==> src/logic/touch_adc_pkg.sv <==
// constants, types and helpers for the touch digitizer control word decoder
`default_nettype none
package touch_adc_pkg;
    localparam int          START_POS     = 7;
    localparam int          CHAN_MSB      = 6;
    localparam int          CHAN_LSB      = 4;
    localparam int          MODE_POS      = 3;
    localparam int          REF_POS       = 2;
    localparam int          PD_UPPER_POS  = 1;
    localparam int          PD_LOWER_POS  = 0;
    localparam logic [2:0]  RST_CHANNEL   = 3'h0;
    localparam logic        RST_RES_8BIT  = 1'h0;
    localparam logic        RST_REF_KIND  = 1'h1;
    localparam logic        RST_PD_UPPER  = 1'h1;
    localparam logic        RST_PD_LOWER  = 1'h0;
    localparam logic [2:0]  WORD_LAST     = 3'h7;
    localparam logic [4:0]  WORD_RISES    = 5'h08;
    localparam logic [4:0]  WAKE_FALL     = 5'h04;
    localparam logic [4:0]  TRACK_FALL    = 5'h05;
    localparam logic [4:0]  HOLD_FALL     = 5'h08;
    localparam logic [4:0]  END_FALL_12   = 5'h14;
    localparam logic [4:0]  END_FALL_8    = 5'h10;
    localparam logic [4:0]  GUARD_12      = 5'h0F;
    localparam logic [4:0]  GUARD_8       = 5'h0B;
    localparam logic [4:0]  CNT_MAX       = 5'h1F;
    localparam logic [2:0]  CHAN_STAGE    = 3'h4;
    localparam logic [2:0]  REF_STAGE     = 3'h6;

    typedef struct packed {
        logic       start;
        logic [2:0] channel_code;
        logic       res_8bit;
        logic       reference_kind;
        logic       power_ctl_upper;
        logic       power_ctl_lower;
    } ctrl_word_t;

    typedef enum logic [2:0] {
        SEL_NONE  = 3'b000,
        SEL_XPOS  = 3'b001,
        SEL_YPOS  = 3'b010,
        SEL_AUX3  = 3'b011,
        SEL_AUX4  = 3'b100,
        SEL_IDENT = 3'b101
    } analog_sel_t;

    typedef struct packed {
        analog_sel_t sel;
        logic        x_drv;
        logic        y_drv;
        logic        ref_across_drv;
        logic        invalid;
    } route_t;

    typedef enum logic {
        W_HUNT    = 1'b0,
        W_CAPTURE = 1'b1
    } word_state_t;

    localparam ctrl_word_t RST_CONFIG = '{start: 1'h0, channel_code: RST_CHANNEL,
        res_8bit: RST_RES_8BIT, reference_kind: RST_REF_KIND,
        power_ctl_upper: RST_PD_UPPER, power_ctl_lower: RST_PD_LOWER};

    function automatic ctrl_word_t unpack_word(input logic [7:0] w);
        ctrl_word_t c;
        c.start           = w[START_POS];
        c.channel_code    = w[CHAN_MSB:CHAN_LSB];
        c.res_8bit        = w[MODE_POS];
        c.reference_kind  = w[REF_POS];
        c.power_ctl_upper = w[PD_UPPER_POS];
        c.power_ctl_lower = w[PD_LOWER_POS];
        return c;
    endfunction : unpack_word

    function automatic logic [4:0] end_fall(input logic res_8bit);
        return res_8bit ? END_FALL_8 : END_FALL_12;
    endfunction : end_fall

    function automatic logic [4:0] guard_rises(input logic res_8bit);
        return res_8bit ? GUARD_8 : GUARD_12;
    endfunction : guard_rises
endpackage : touch_adc_pkg
`default_nettype wire

==> src/logic/touch_channel_decode.sv <==
// channel, driver and reference decode of the control word
`default_nettype none
module touch_channel_decode (
    input  wire touch_adc_pkg::ctrl_word_t cfg,
    output touch_adc_pkg::route_t          route
);
    import touch_adc_pkg::*;

    always_comb begin
        route = '{sel: SEL_NONE, x_drv: 1'b0, y_drv: 1'b0,
                  ref_across_drv: 1'b0, invalid: 1'b1};
        case ({cfg.channel_code, cfg.reference_kind})
            4'b0011: begin
                route.sel     = SEL_XPOS;
                route.y_drv   = 1'b1;
                route.invalid = 1'b0;
            end
            4'b0101: begin
                route.sel     = SEL_AUX3;
                route.invalid = 1'b0;
            end
            4'b1011: begin
                route.sel     = SEL_YPOS;
                route.x_drv   = 1'b1;
                route.invalid = 1'b0;
            end
            4'b1101: begin
                route.sel     = SEL_AUX4;
                route.invalid = 1'b0;
            end
            4'b0010: begin
                route.sel            = SEL_XPOS;
                route.y_drv          = 1'b1;
                route.ref_across_drv = 1'b1;
                route.invalid        = 1'b0;
            end
            4'b1010: begin
                route.sel            = SEL_YPOS;
                route.x_drv          = 1'b1;
                route.ref_across_drv = 1'b1;
                route.invalid        = 1'b0;
            end
            4'b1100: begin
                route.sel     = SEL_IDENT;
                route.invalid = 1'b0;
            end
            default: begin
                route.invalid = 1'b1;
            end
        endcase
    end
endmodule : touch_channel_decode
`default_nettype wire

==> src/logic/touch_adc_control_word.sv <==
// control word capture, conversion sequencing and power management
`default_nettype none
module touch_adc_control_word (
    input  wire logic                      mclk,
    input  wire logic                      reset,
    input  wire logic                      chip_select_n,
    input  wire logic                      serial_clock,
    input  wire logic                      serial_data_in,
    output touch_adc_pkg::ctrl_word_t      active_config,
    output touch_adc_pkg::route_t          route,
    output logic                           word_strobe,
    output logic                           powered,
    output logic                           tracking,
    output logic                           hold_strobe,
    output logic                           converting,
    output logic                           conversion_done,
    output logic                           x_drivers_on,
    output logic                           y_drivers_on,
    output logic                           y_bottom_on,
    output logic                           pen_touch_irq_enable
);
    import touch_adc_pkg::*;

    word_state_t word_state_reg;
    word_state_t word_state_next;
    logic [7:0]  stage_reg;
    logic [7:0]  stage_next;
    logic [2:0]  bit_cnt_reg;
    logic [2:0]  bit_cnt_next;
    logic [4:0]  wfall_reg;
    logic [4:0]  wfall_next;
    ctrl_word_t  cfg_reg;
    ctrl_word_t  cfg_next;
    logic        conv_reg;
    logic        conv_next;
    logic [4:0]  crise_reg;
    logic [4:0]  crise_next;
    logic [4:0]  cfall_reg;
    logic [4:0]  cfall_next;
    logic        hold_drv_reg;
    logic        hold_drv_next;
    logic        strobe_reg;
    logic        strobe_next;
    logic        hold_reg;
    logic        hold_next;
    logic        done_reg;
    logic        done_next;
    logic        sclk_prev_reg;
    logic        selected;
    logic        rise;
    logic        fall;
    logic        guard_ok;
    logic        word_end;
    ctrl_word_t  staged;
    ctrl_word_t  new_word;

    assign selected = !chip_select_n;
    assign rise     = selected && serial_clock && !sclk_prev_reg;
    assign fall     = selected && !serial_clock && sclk_prev_reg;
    assign guard_ok = !conv_reg || (crise_reg >= guard_rises(cfg_reg.res_8bit));
    assign word_end = (word_state_reg == W_CAPTURE) && rise && (bit_cnt_reg == WORD_LAST);
    assign new_word = unpack_word({stage_reg[7:1], serial_data_in});

    always_comb begin
        word_state_next = word_state_reg;
        stage_next      = stage_reg;
        bit_cnt_next    = bit_cnt_reg;
        wfall_next      = wfall_reg;
        case (word_state_reg)
            W_HUNT: begin
                if (rise && serial_data_in && guard_ok) begin
                    word_state_next = W_CAPTURE;
                    stage_next      = 8'h80;
                    bit_cnt_next    = 3'h1;
                    wfall_next      = 5'h00;
                end
            end
            W_CAPTURE: begin
                if (rise) begin
                    stage_next[3'h7 - bit_cnt_reg] = serial_data_in;
                    bit_cnt_next = bit_cnt_reg + 3'h1;
                    if (bit_cnt_reg == WORD_LAST) begin
                        word_state_next = W_HUNT;
                        bit_cnt_next    = 3'h0;
                    end
                end
                if (fall && (wfall_reg != CNT_MAX)) begin
                    wfall_next = wfall_reg + 5'h01;
                end
            end
            default: begin
                word_state_next = W_HUNT;
            end
        endcase
        if (!selected) begin
            word_state_next = W_HUNT;
            bit_cnt_next    = 3'h0;
        end
    end

    always_ff @(posedge mclk or posedge reset) begin
        if (reset) begin
            word_state_reg <= W_HUNT;
            stage_reg      <= 8'h00;
            bit_cnt_reg    <= 3'h0;
            wfall_reg      <= 5'h00;
            sclk_prev_reg  <= 1'b0;
        end else begin
            word_state_reg <= word_state_next;
            stage_reg      <= stage_next;
            bit_cnt_reg    <= bit_cnt_next;
            wfall_reg      <= wfall_next;
            sclk_prev_reg  <= serial_clock;
        end
    end

    always_comb begin
        cfg_next      = cfg_reg;
        conv_next     = conv_reg;
        crise_next    = crise_reg;
        cfall_next    = cfall_reg;
        hold_drv_next = hold_drv_reg;
        strobe_next   = 1'b0;
        hold_next     = 1'b0;
        done_next     = 1'b0;
        if (conv_reg && rise && (crise_reg != CNT_MAX)) begin
            crise_next = crise_reg + 5'h01;
        end
        if (conv_reg && fall) begin
            cfall_next = cfall_reg + 5'h01;
            if (cfall_next == HOLD_FALL) begin
                hold_next = 1'b1;
            end
            if (cfall_next == end_fall(cfg_reg.res_8bit)) begin
                conv_next     = 1'b0;
                done_next     = 1'b1;
                hold_drv_next = cfg_reg.power_ctl_upper && cfg_reg.power_ctl_lower;
            end
        end
        if (word_end) begin
            cfg_next    = new_word;
            strobe_next = 1'b1;
            conv_next   = 1'b1;
            crise_next  = WORD_RISES;
            cfall_next  = wfall_reg;
            if ({new_word.channel_code, new_word.reference_kind,
                 new_word.power_ctl_upper, new_word.power_ctl_lower} !=
                {cfg_reg.channel_code, cfg_reg.reference_kind,
                 cfg_reg.power_ctl_upper, cfg_reg.power_ctl_lower}) begin
                hold_drv_next = 1'b0;
            end
        end
        if (!selected) begin
            conv_next = 1'b0;
        end
    end

    always_ff @(posedge mclk or posedge reset) begin
        if (reset) begin
            cfg_reg      <= RST_CONFIG;
            conv_reg     <= 1'b0;
            crise_reg    <= 5'h00;
            cfall_reg    <= 5'h00;
            hold_drv_reg <= 1'b0;
            strobe_reg   <= 1'b0;
            hold_reg     <= 1'b0;
            done_reg     <= 1'b0;
        end else begin
            cfg_reg      <= cfg_next;
            conv_reg     <= conv_next;
            crise_reg    <= crise_next;
            cfall_reg    <= cfall_next;
            hold_drv_reg <= hold_drv_next;
            strobe_reg   <= strobe_next;
            hold_reg     <= hold_next;
            done_reg     <= done_next;
        end
    end

    // channel and reference take effect as soon as their last bit has arrived, before the word ends
    always_comb begin
        staged = cfg_reg;
        if ((word_state_reg == W_CAPTURE) && (bit_cnt_reg >= CHAN_STAGE)) begin
            staged.channel_code = stage_reg[CHAN_MSB:CHAN_LSB];
        end
        if ((word_state_reg == W_CAPTURE) && (bit_cnt_reg >= REF_STAGE)) begin
            staged.reference_kind = stage_reg[REF_POS];
        end
    end

    touch_channel_decode u_decode (
        .cfg   (staged),
        .route (route)
    );

    assign active_config   = cfg_reg;
    assign word_strobe     = strobe_reg;
    assign hold_strobe     = hold_reg;
    assign conversion_done = done_reg;
    assign converting      = conv_reg && (cfall_reg >= HOLD_FALL);
    assign tracking        = ((word_state_reg == W_CAPTURE) && (wfall_reg >= TRACK_FALL))
                           || (conv_reg && (cfall_reg < HOLD_FALL));
    assign powered         = cfg_reg.power_ctl_upper || conv_reg
                           || ((word_state_reg == W_CAPTURE) && (wfall_reg >= WAKE_FALL));
    assign x_drivers_on    = route.x_drv && (tracking || hold_drv_reg
                           || (converting && !staged.reference_kind));
    assign y_drivers_on    = route.y_drv && (tracking || hold_drv_reg
                           || (converting && !staged.reference_kind));
    assign y_bottom_on     = !powered && !cfg_reg.power_ctl_lower;
    assign pen_touch_irq_enable = !cfg_reg.power_ctl_lower;
endmodule : touch_adc_control_word
`default_nettype wire

==> config.mk <==
export PLATFORM = sky130hd
export DESIGN_NAME = touch_adc_control_word
export DESIGN_NICKNAME = d
export VERILOG_FILES = /design/src/logic/touch_adc_pkg.sv /design/src/logic/touch_channel_decode.sv /design/src/logic/touch_adc_control_word.sv
export SDC_FILE = /design/constraint.sdc
export NUM_CORES = 1
export LEC_CHECK = 0
export BUFFER_PORTS_ARGS = -buffer_cell sky130_fd_sc_hd__buf_2
export CAP_MARGIN = 5
export CELL_PAD_IN_SITES_DETAIL_PLACEMENT = 0
export CELL_PAD_IN_SITES_GLOBAL_PLACEMENT = 1
export CORE_UTILIZATION = 30
export DETAILED_ROUTE_END_ITERATION = 6
export GPL_TIMING_DRIVEN = 0
export PLACE_DENSITY = 0.57
export SLEW_MARGIN = 25
export SYNTH_ARGS = -nofsm -noshare
export SYNTH_HDL_FRONTEND = slang
export SYNTH_HIERARCHICAL = 1
export SYNTH_SLANG_ARGS = --single-unit
==> constraint.sdc <==
create_clock -name mclk -period 4.9 [get_ports mclk]
set_input_delay 0.49 -clock mclk [delete_from_list [all_inputs] [get_ports mclk]]
set_output_delay 0.49 -clock mclk [all_outputs]
set_load 0.02 [all_outputs]
==> Word level (Yosys, flattened, before mapping) <==
Index checks and enable logic that the tools add are counted.
W data, S select, Z words.
{ "classes": {"eq_ne": 18, "n_reduce_logical": 49, "bitwise": 1, "add_sub_neg": 5, "order_cmp": 9, "mux": 45} }
{ "ops": {"columns": ["operator", "count"], "rows": [
  ["$mux W5", 6],
  ["$logic_and A1 B1 Y1", 24],
  ["$mux W1", 23],
  ["$mux W3", 7],
  ["$eq A4 B4 Y1 const B", 4],
  ["$mux W8", 2],
  ["$pmux W8 S2", 1],
  ["$add A5 B1 Y5 const B", 3],
  ["$pmux W3 S5", 1],
  ["$ge A5 B3 Y1 const B", 2],
  ["$ne A5 B5 Y1 const B", 2],
  ["$pmux W5 S2", 1],
  ["$bwmux W8", 1],
  ["$eq A4 B2 Y1 const B", 2],
  ["$reduce_and A2 Y1", 4],
  ["$logic_not A1 Y1", 7],
  ["$reduce_or A7 Y1", 1],
  ["$ge A3 B3 Y1 const B", 2],
  ["$logic_or A1 B1 Y1", 6],
  ["$ne A6 B6 Y1", 1],
  ["$pmux W3 S2", 1],
  ["$reduce_bool A3 Y1", 2],
  ["$reduce_or A2 Y1", 3],
  ["$eq A5 B4 Y1 const B", 1],
  ["18 further kinds", 20]
]} }
{ "word_totals": {"wordCells": 145, "reg_bits": 41} }

==> Depth between registers and ports, before layout <==
{ "depth": {"word_depth": 8, "depth_mapped": 8, "depth_no_buf": 7} }

==> Cells and area by module <==
The synthesis kept the hierarchy.
{ "by_module_without_submodules": {"columns": ["module", "seq_area_each_um2", "instances", "cells_each", "area_each_um2"], "rows": [
  ["touch_adc_control_word", 1003.5, 1, 231, 2339.7],
  ["touch_channel_decode", 0.0, 1, 13, 77.6]
]} }

==> Least setup slack after synthesis <==
Ideal clock, no wire load.
{ "synth_timing": {"path_type": "reg-to-output", "startpoint": "register bit_cnt_reg[2]", "endpoint": "output x_drivers_on", "t_required_ps": 4410, "path_stages_with_launch": 7, "t_arrival_ps": 1828, "setup_slack_ps": 2582, "n_path_buf": 1, "cell_sequence": "dfrtp_1 buf_2 nand2_1 mux2_2 nand2b_1 nor2_1 and2_1"} }
{ "synth_rtl": {"columns": ["element", "line_no", "text"], "rows": [
  ["start: declaration", "touch_adc_control_word.sv:28", "logic [2:0] bit_cnt_reg;"],
  ["start signal: assignment", "touch_adc_control_word.sv:111", "bit_cnt_reg <= bit_cnt_next;"],
  ["end: declaration", "touch_adc_control_word.sv:17", "output logic x_drivers_on,"]
]} }

==> Worst setup path in the final report <==
{ "layout_timing": {"startpoint": "register wfall_reg[1]", "endpoint": "output y_drivers_on"} }
{ "layout_between": {"elab_chain_len": 6} }
{ "layout_rtl": {"columns": ["element", "line_no", "text"], "rows": [
  ["start: declaration", "touch_adc_control_word.sv:30", "logic [4:0] wfall_reg;"],
  ["start signal: assignment", "touch_adc_control_word.sv:112", "wfall_reg <= wfall_next;"],
  ["$ge A5 B3 Y1", "touch_adc_control_word.sv:201", "assign tracking = ((word_state_reg == W_CAPTURE) && (wfall_reg >= TRACK_FALL))"],
  ["$logic_and A1 B1 Y1", "touch_adc_control_word.sv:201", null],
  ["$logic_or A1 B1 Y1", "touch_adc_control_word.sv:202", "|| (conv_reg && (cfall_reg < HOLD_FALL));"],
  ["$logic_or A1 B1 Y1", "touch_adc_control_word.sv:207", "assign y_drivers_on = route.y_drv && (tracking || hold_drv_reg"],
  ["$logic_or A1 B1 Y1", "touch_adc_control_word.sv:208", "|| (converting && !staged.reference_kind));"],
  ["$logic_and A1 B1 Y1", "touch_adc_control_word.sv:207", null],
  ["end: declaration", "touch_adc_control_word.sv:18", "output logic y_drivers_on,"]
]} }
No other way between the ends.

==> impl_metrics.yaml <==
final_layout:
  stdcell_area_um2: 2800
  drive_above_1_share_pct: 27.0
  areaGrowthSynthToFinish_pct: 15.9
  diodes: 0
  fillers: 826
  final_common_cell: "nand2_1"
  fin_nets: 298
  final_cell_mix: "42 x nand2_1, 38 x dfrtp_1, 34 x buf_2, 17 x nor2_1"
  largest_register_ffs: 8
drt:
  ant_nets: 0
  wl_um: 5470
  wire_per_inst_um: 14.3
  vias: 1782
  dr.pass1.iters: 4
  vias_per_cell: 4.64
  drc: 0
  drtIter0Drc: 54
logic_synthesis:
  netlist_instances: 244
  synth.distinct_cells: 53
  syn_area_per_cell_um2: 9.91
  yosys_warnings: 6
  yosysSeqAreaShare_pct: 41.5
  synth.cell_area_um2: 2420
  synth_top_area_cell: "dfrtp_1"
  synthesis.nets: 261
  synth_area_leaders: "dfrtp_1 39%, nand2_1 6.5%, ha_1 6.2%"
  synth_seq_cells: 40
  synth_top_area_share_pct: 39.3
worst_setup_path:
  worstPathMaxFanout: 5
  cp-end-kind: "primary output"
  worstPathRequired_ps: 4410
  critPathKind: "reg2out"
  cp.arrival_ps: 2230
  startpoint_type: "flip-flop"
clocking:
  clock_latency_ps: 300
  cts_tree: "built"
  numCtsBuffers: 5
  cts_htree_levels: 2
  cts_hold_buffers: 0
  cts.sinks: 40
  clock_path_buffers: 2
  cts-root-buf: "clkbuf_8"
  post_cts_buffers: 0
  clk_pin_slew_worst_paths_ps: 80
  ctsResizeCount: 0
global_routing:
  grt_pass1_wl_um: 9240
  grt_overflow: 0
  grt_pass1_vias: 1726
  antenna_found_initial: 0
  grt_max_degree: 25
  grtUsageTotal_pct: 14.2
placed_design:
  placed_area_um2: 2710
  gp_routability_congestion: 0.679
  place_ws_ps: 2470
  portBuffers: 29
  place_hpwl_um: 4140
sta:
  fin_crit_ps: 2720
  timing.setup.tns_ps: 0
  fin_crit_sh_pct: 55.5
  max_slew.worst_pin.slew_ps: 476
  fmax_mhz: 368
  setup_viol: 0
  relSlewSlack_pct: 68.2
  fin_ws_ps: 2180
  drv_slew: 0
  hold_viol_final: 0
  skew_ps: 7.04
  rsz0062_at_grt: "no"
floorplanning:
  io_pins: 30
  core_area_um2: 7770
  die_w_um: 91.8
  placementRows: 32
  initial_core_util_pct: 31.1
  dieHeight_um: 91.8
  die_area_um2: 8420
power:
  total_leakage_power_nw: 1.38
  p_per_area_nw_per_um2: 217
  p_total_mw: 0.607
  peakVddDrop_mv: 0.0969
flow_run:
  maxCapViolCount: 0
worst_hold_path:
  hp-class: "in2async"
outcome:
  outcome: "completed"
[layout make-up]
type / instances / area, um2 / share of cell area [%]
well taps: 102 / 128 / 4.55
clock buffers: 6 / 82.6 / 2.95
repair buffers: 30 / 165 / 5.89
inverters: 8 / 30.0 / 1.07
plain buffers: 13 / 93.8 / 3.35
multi-input cells: 183 / 1290 / 46.0
flip-flops and latches: 40 / 1000 / 35.8
clock inverters: 2 / 10.0 / 0.357
[cell usage after synthesis, drive strengths merged]
library cell and count:
o21a 1, o211ai 2, nor3 2, o311ai 1, o31a 1, dfstp 2, mux2 5, xnor2 6
dfrtp 38, o22ai 2, inv 8, and3 2, nand3b 4, buf 12, a21o 1, and4bb 3
nor2b 2, xor2 10, or2 1, a211oi 1, nand4 2, or2b 1, o31ai 5, ha 12
o21ai 12, mux2i 5, a221o 1, nand3 6, a22oi 3, nor4b 6, a31oi 2, o41ai 1
clkbuf 1, a21oi 5, nor4 2, nand2b 12, nor2 17, and2 2, nand2 45
[per-stage QoR]
step / utilization [%] / std cells / hold slack, ps
2_1_floorplan: - / 244 / 430
3_3_place_gp: 34.6 / 375 / 475
3_5_place_dp: 34.9 / 376 / 478
4_1_cts: 36.1 / 384 / 189
5_1_grt: 36.1 / 384 / 195
6_report: 36.1 / 384 / 176
[critical path, cell delays in order, from the launching register on]
cell,delay (ps)
dfrtp_1,430
inv_1,100
ha_1,190
o31a_1,240
o31ai_1,390
nand2b_1,100
a21o_1,190
and2_1,150
buf_2,150
[cell families after synthesis]
| group | after synthesis | share of synthesized area (%) |
|---|---|---|
| AOI/OAI and AO/OA | 38 | 11.3 |
| xor gates and xnor gates | 16 | 5.80 |
| buffers and inverters | 21 | 5.12 |
| adders and majority gates | 12 | 6.21 |
| muxes | 10 | 4.40 |
| and+or+nand+nor | 107 | 25.6 |
| DFF | 40 | 41.5 |
[power by group]
group | internal (mW) | total [mW] | switching [mW]
Clock | 0.112 | 0.231 | 0.118
Sequential | 0.336 | 0.343 | 0.00739
Combinational | 0.0131 | 0.0338 | 0.0208
[path summary, 6_finish.rpt]
| check | startpoint | end | slack [ps] | cells after the start |
|---|---|---|---|---|
| setup / recovery | wfall_reg[1] | y_drivers_on | 2180 | 8 |
| hold / removal | reset | stage_reg[3] | 180 | 2 |
| setup reg to reg | wfall_reg[0] | wfall_reg[3] | 2840 | 7 |
| hold reg to reg | active_config[2] | active_config[2] | 500 | 2 |
| max in group asynchronous | reset | active_config[1] | 4180 | 3 |
| min in group mclk | serial_clock | sclk_prev_reg | 380 | 1 |
[layer usage]
layer / vias to the layer above / wire length [um] / GRT usage [%]
met3: 5 / 169 / 2.90
li1: 910 / - / -
met1: 836 / 2730 / 19.1
met4: 0 / 65 / 4.30
met5: - / 0 / 0
met2: 31 / 2510 / 22.9
Power figures use the tool's default switching activity.
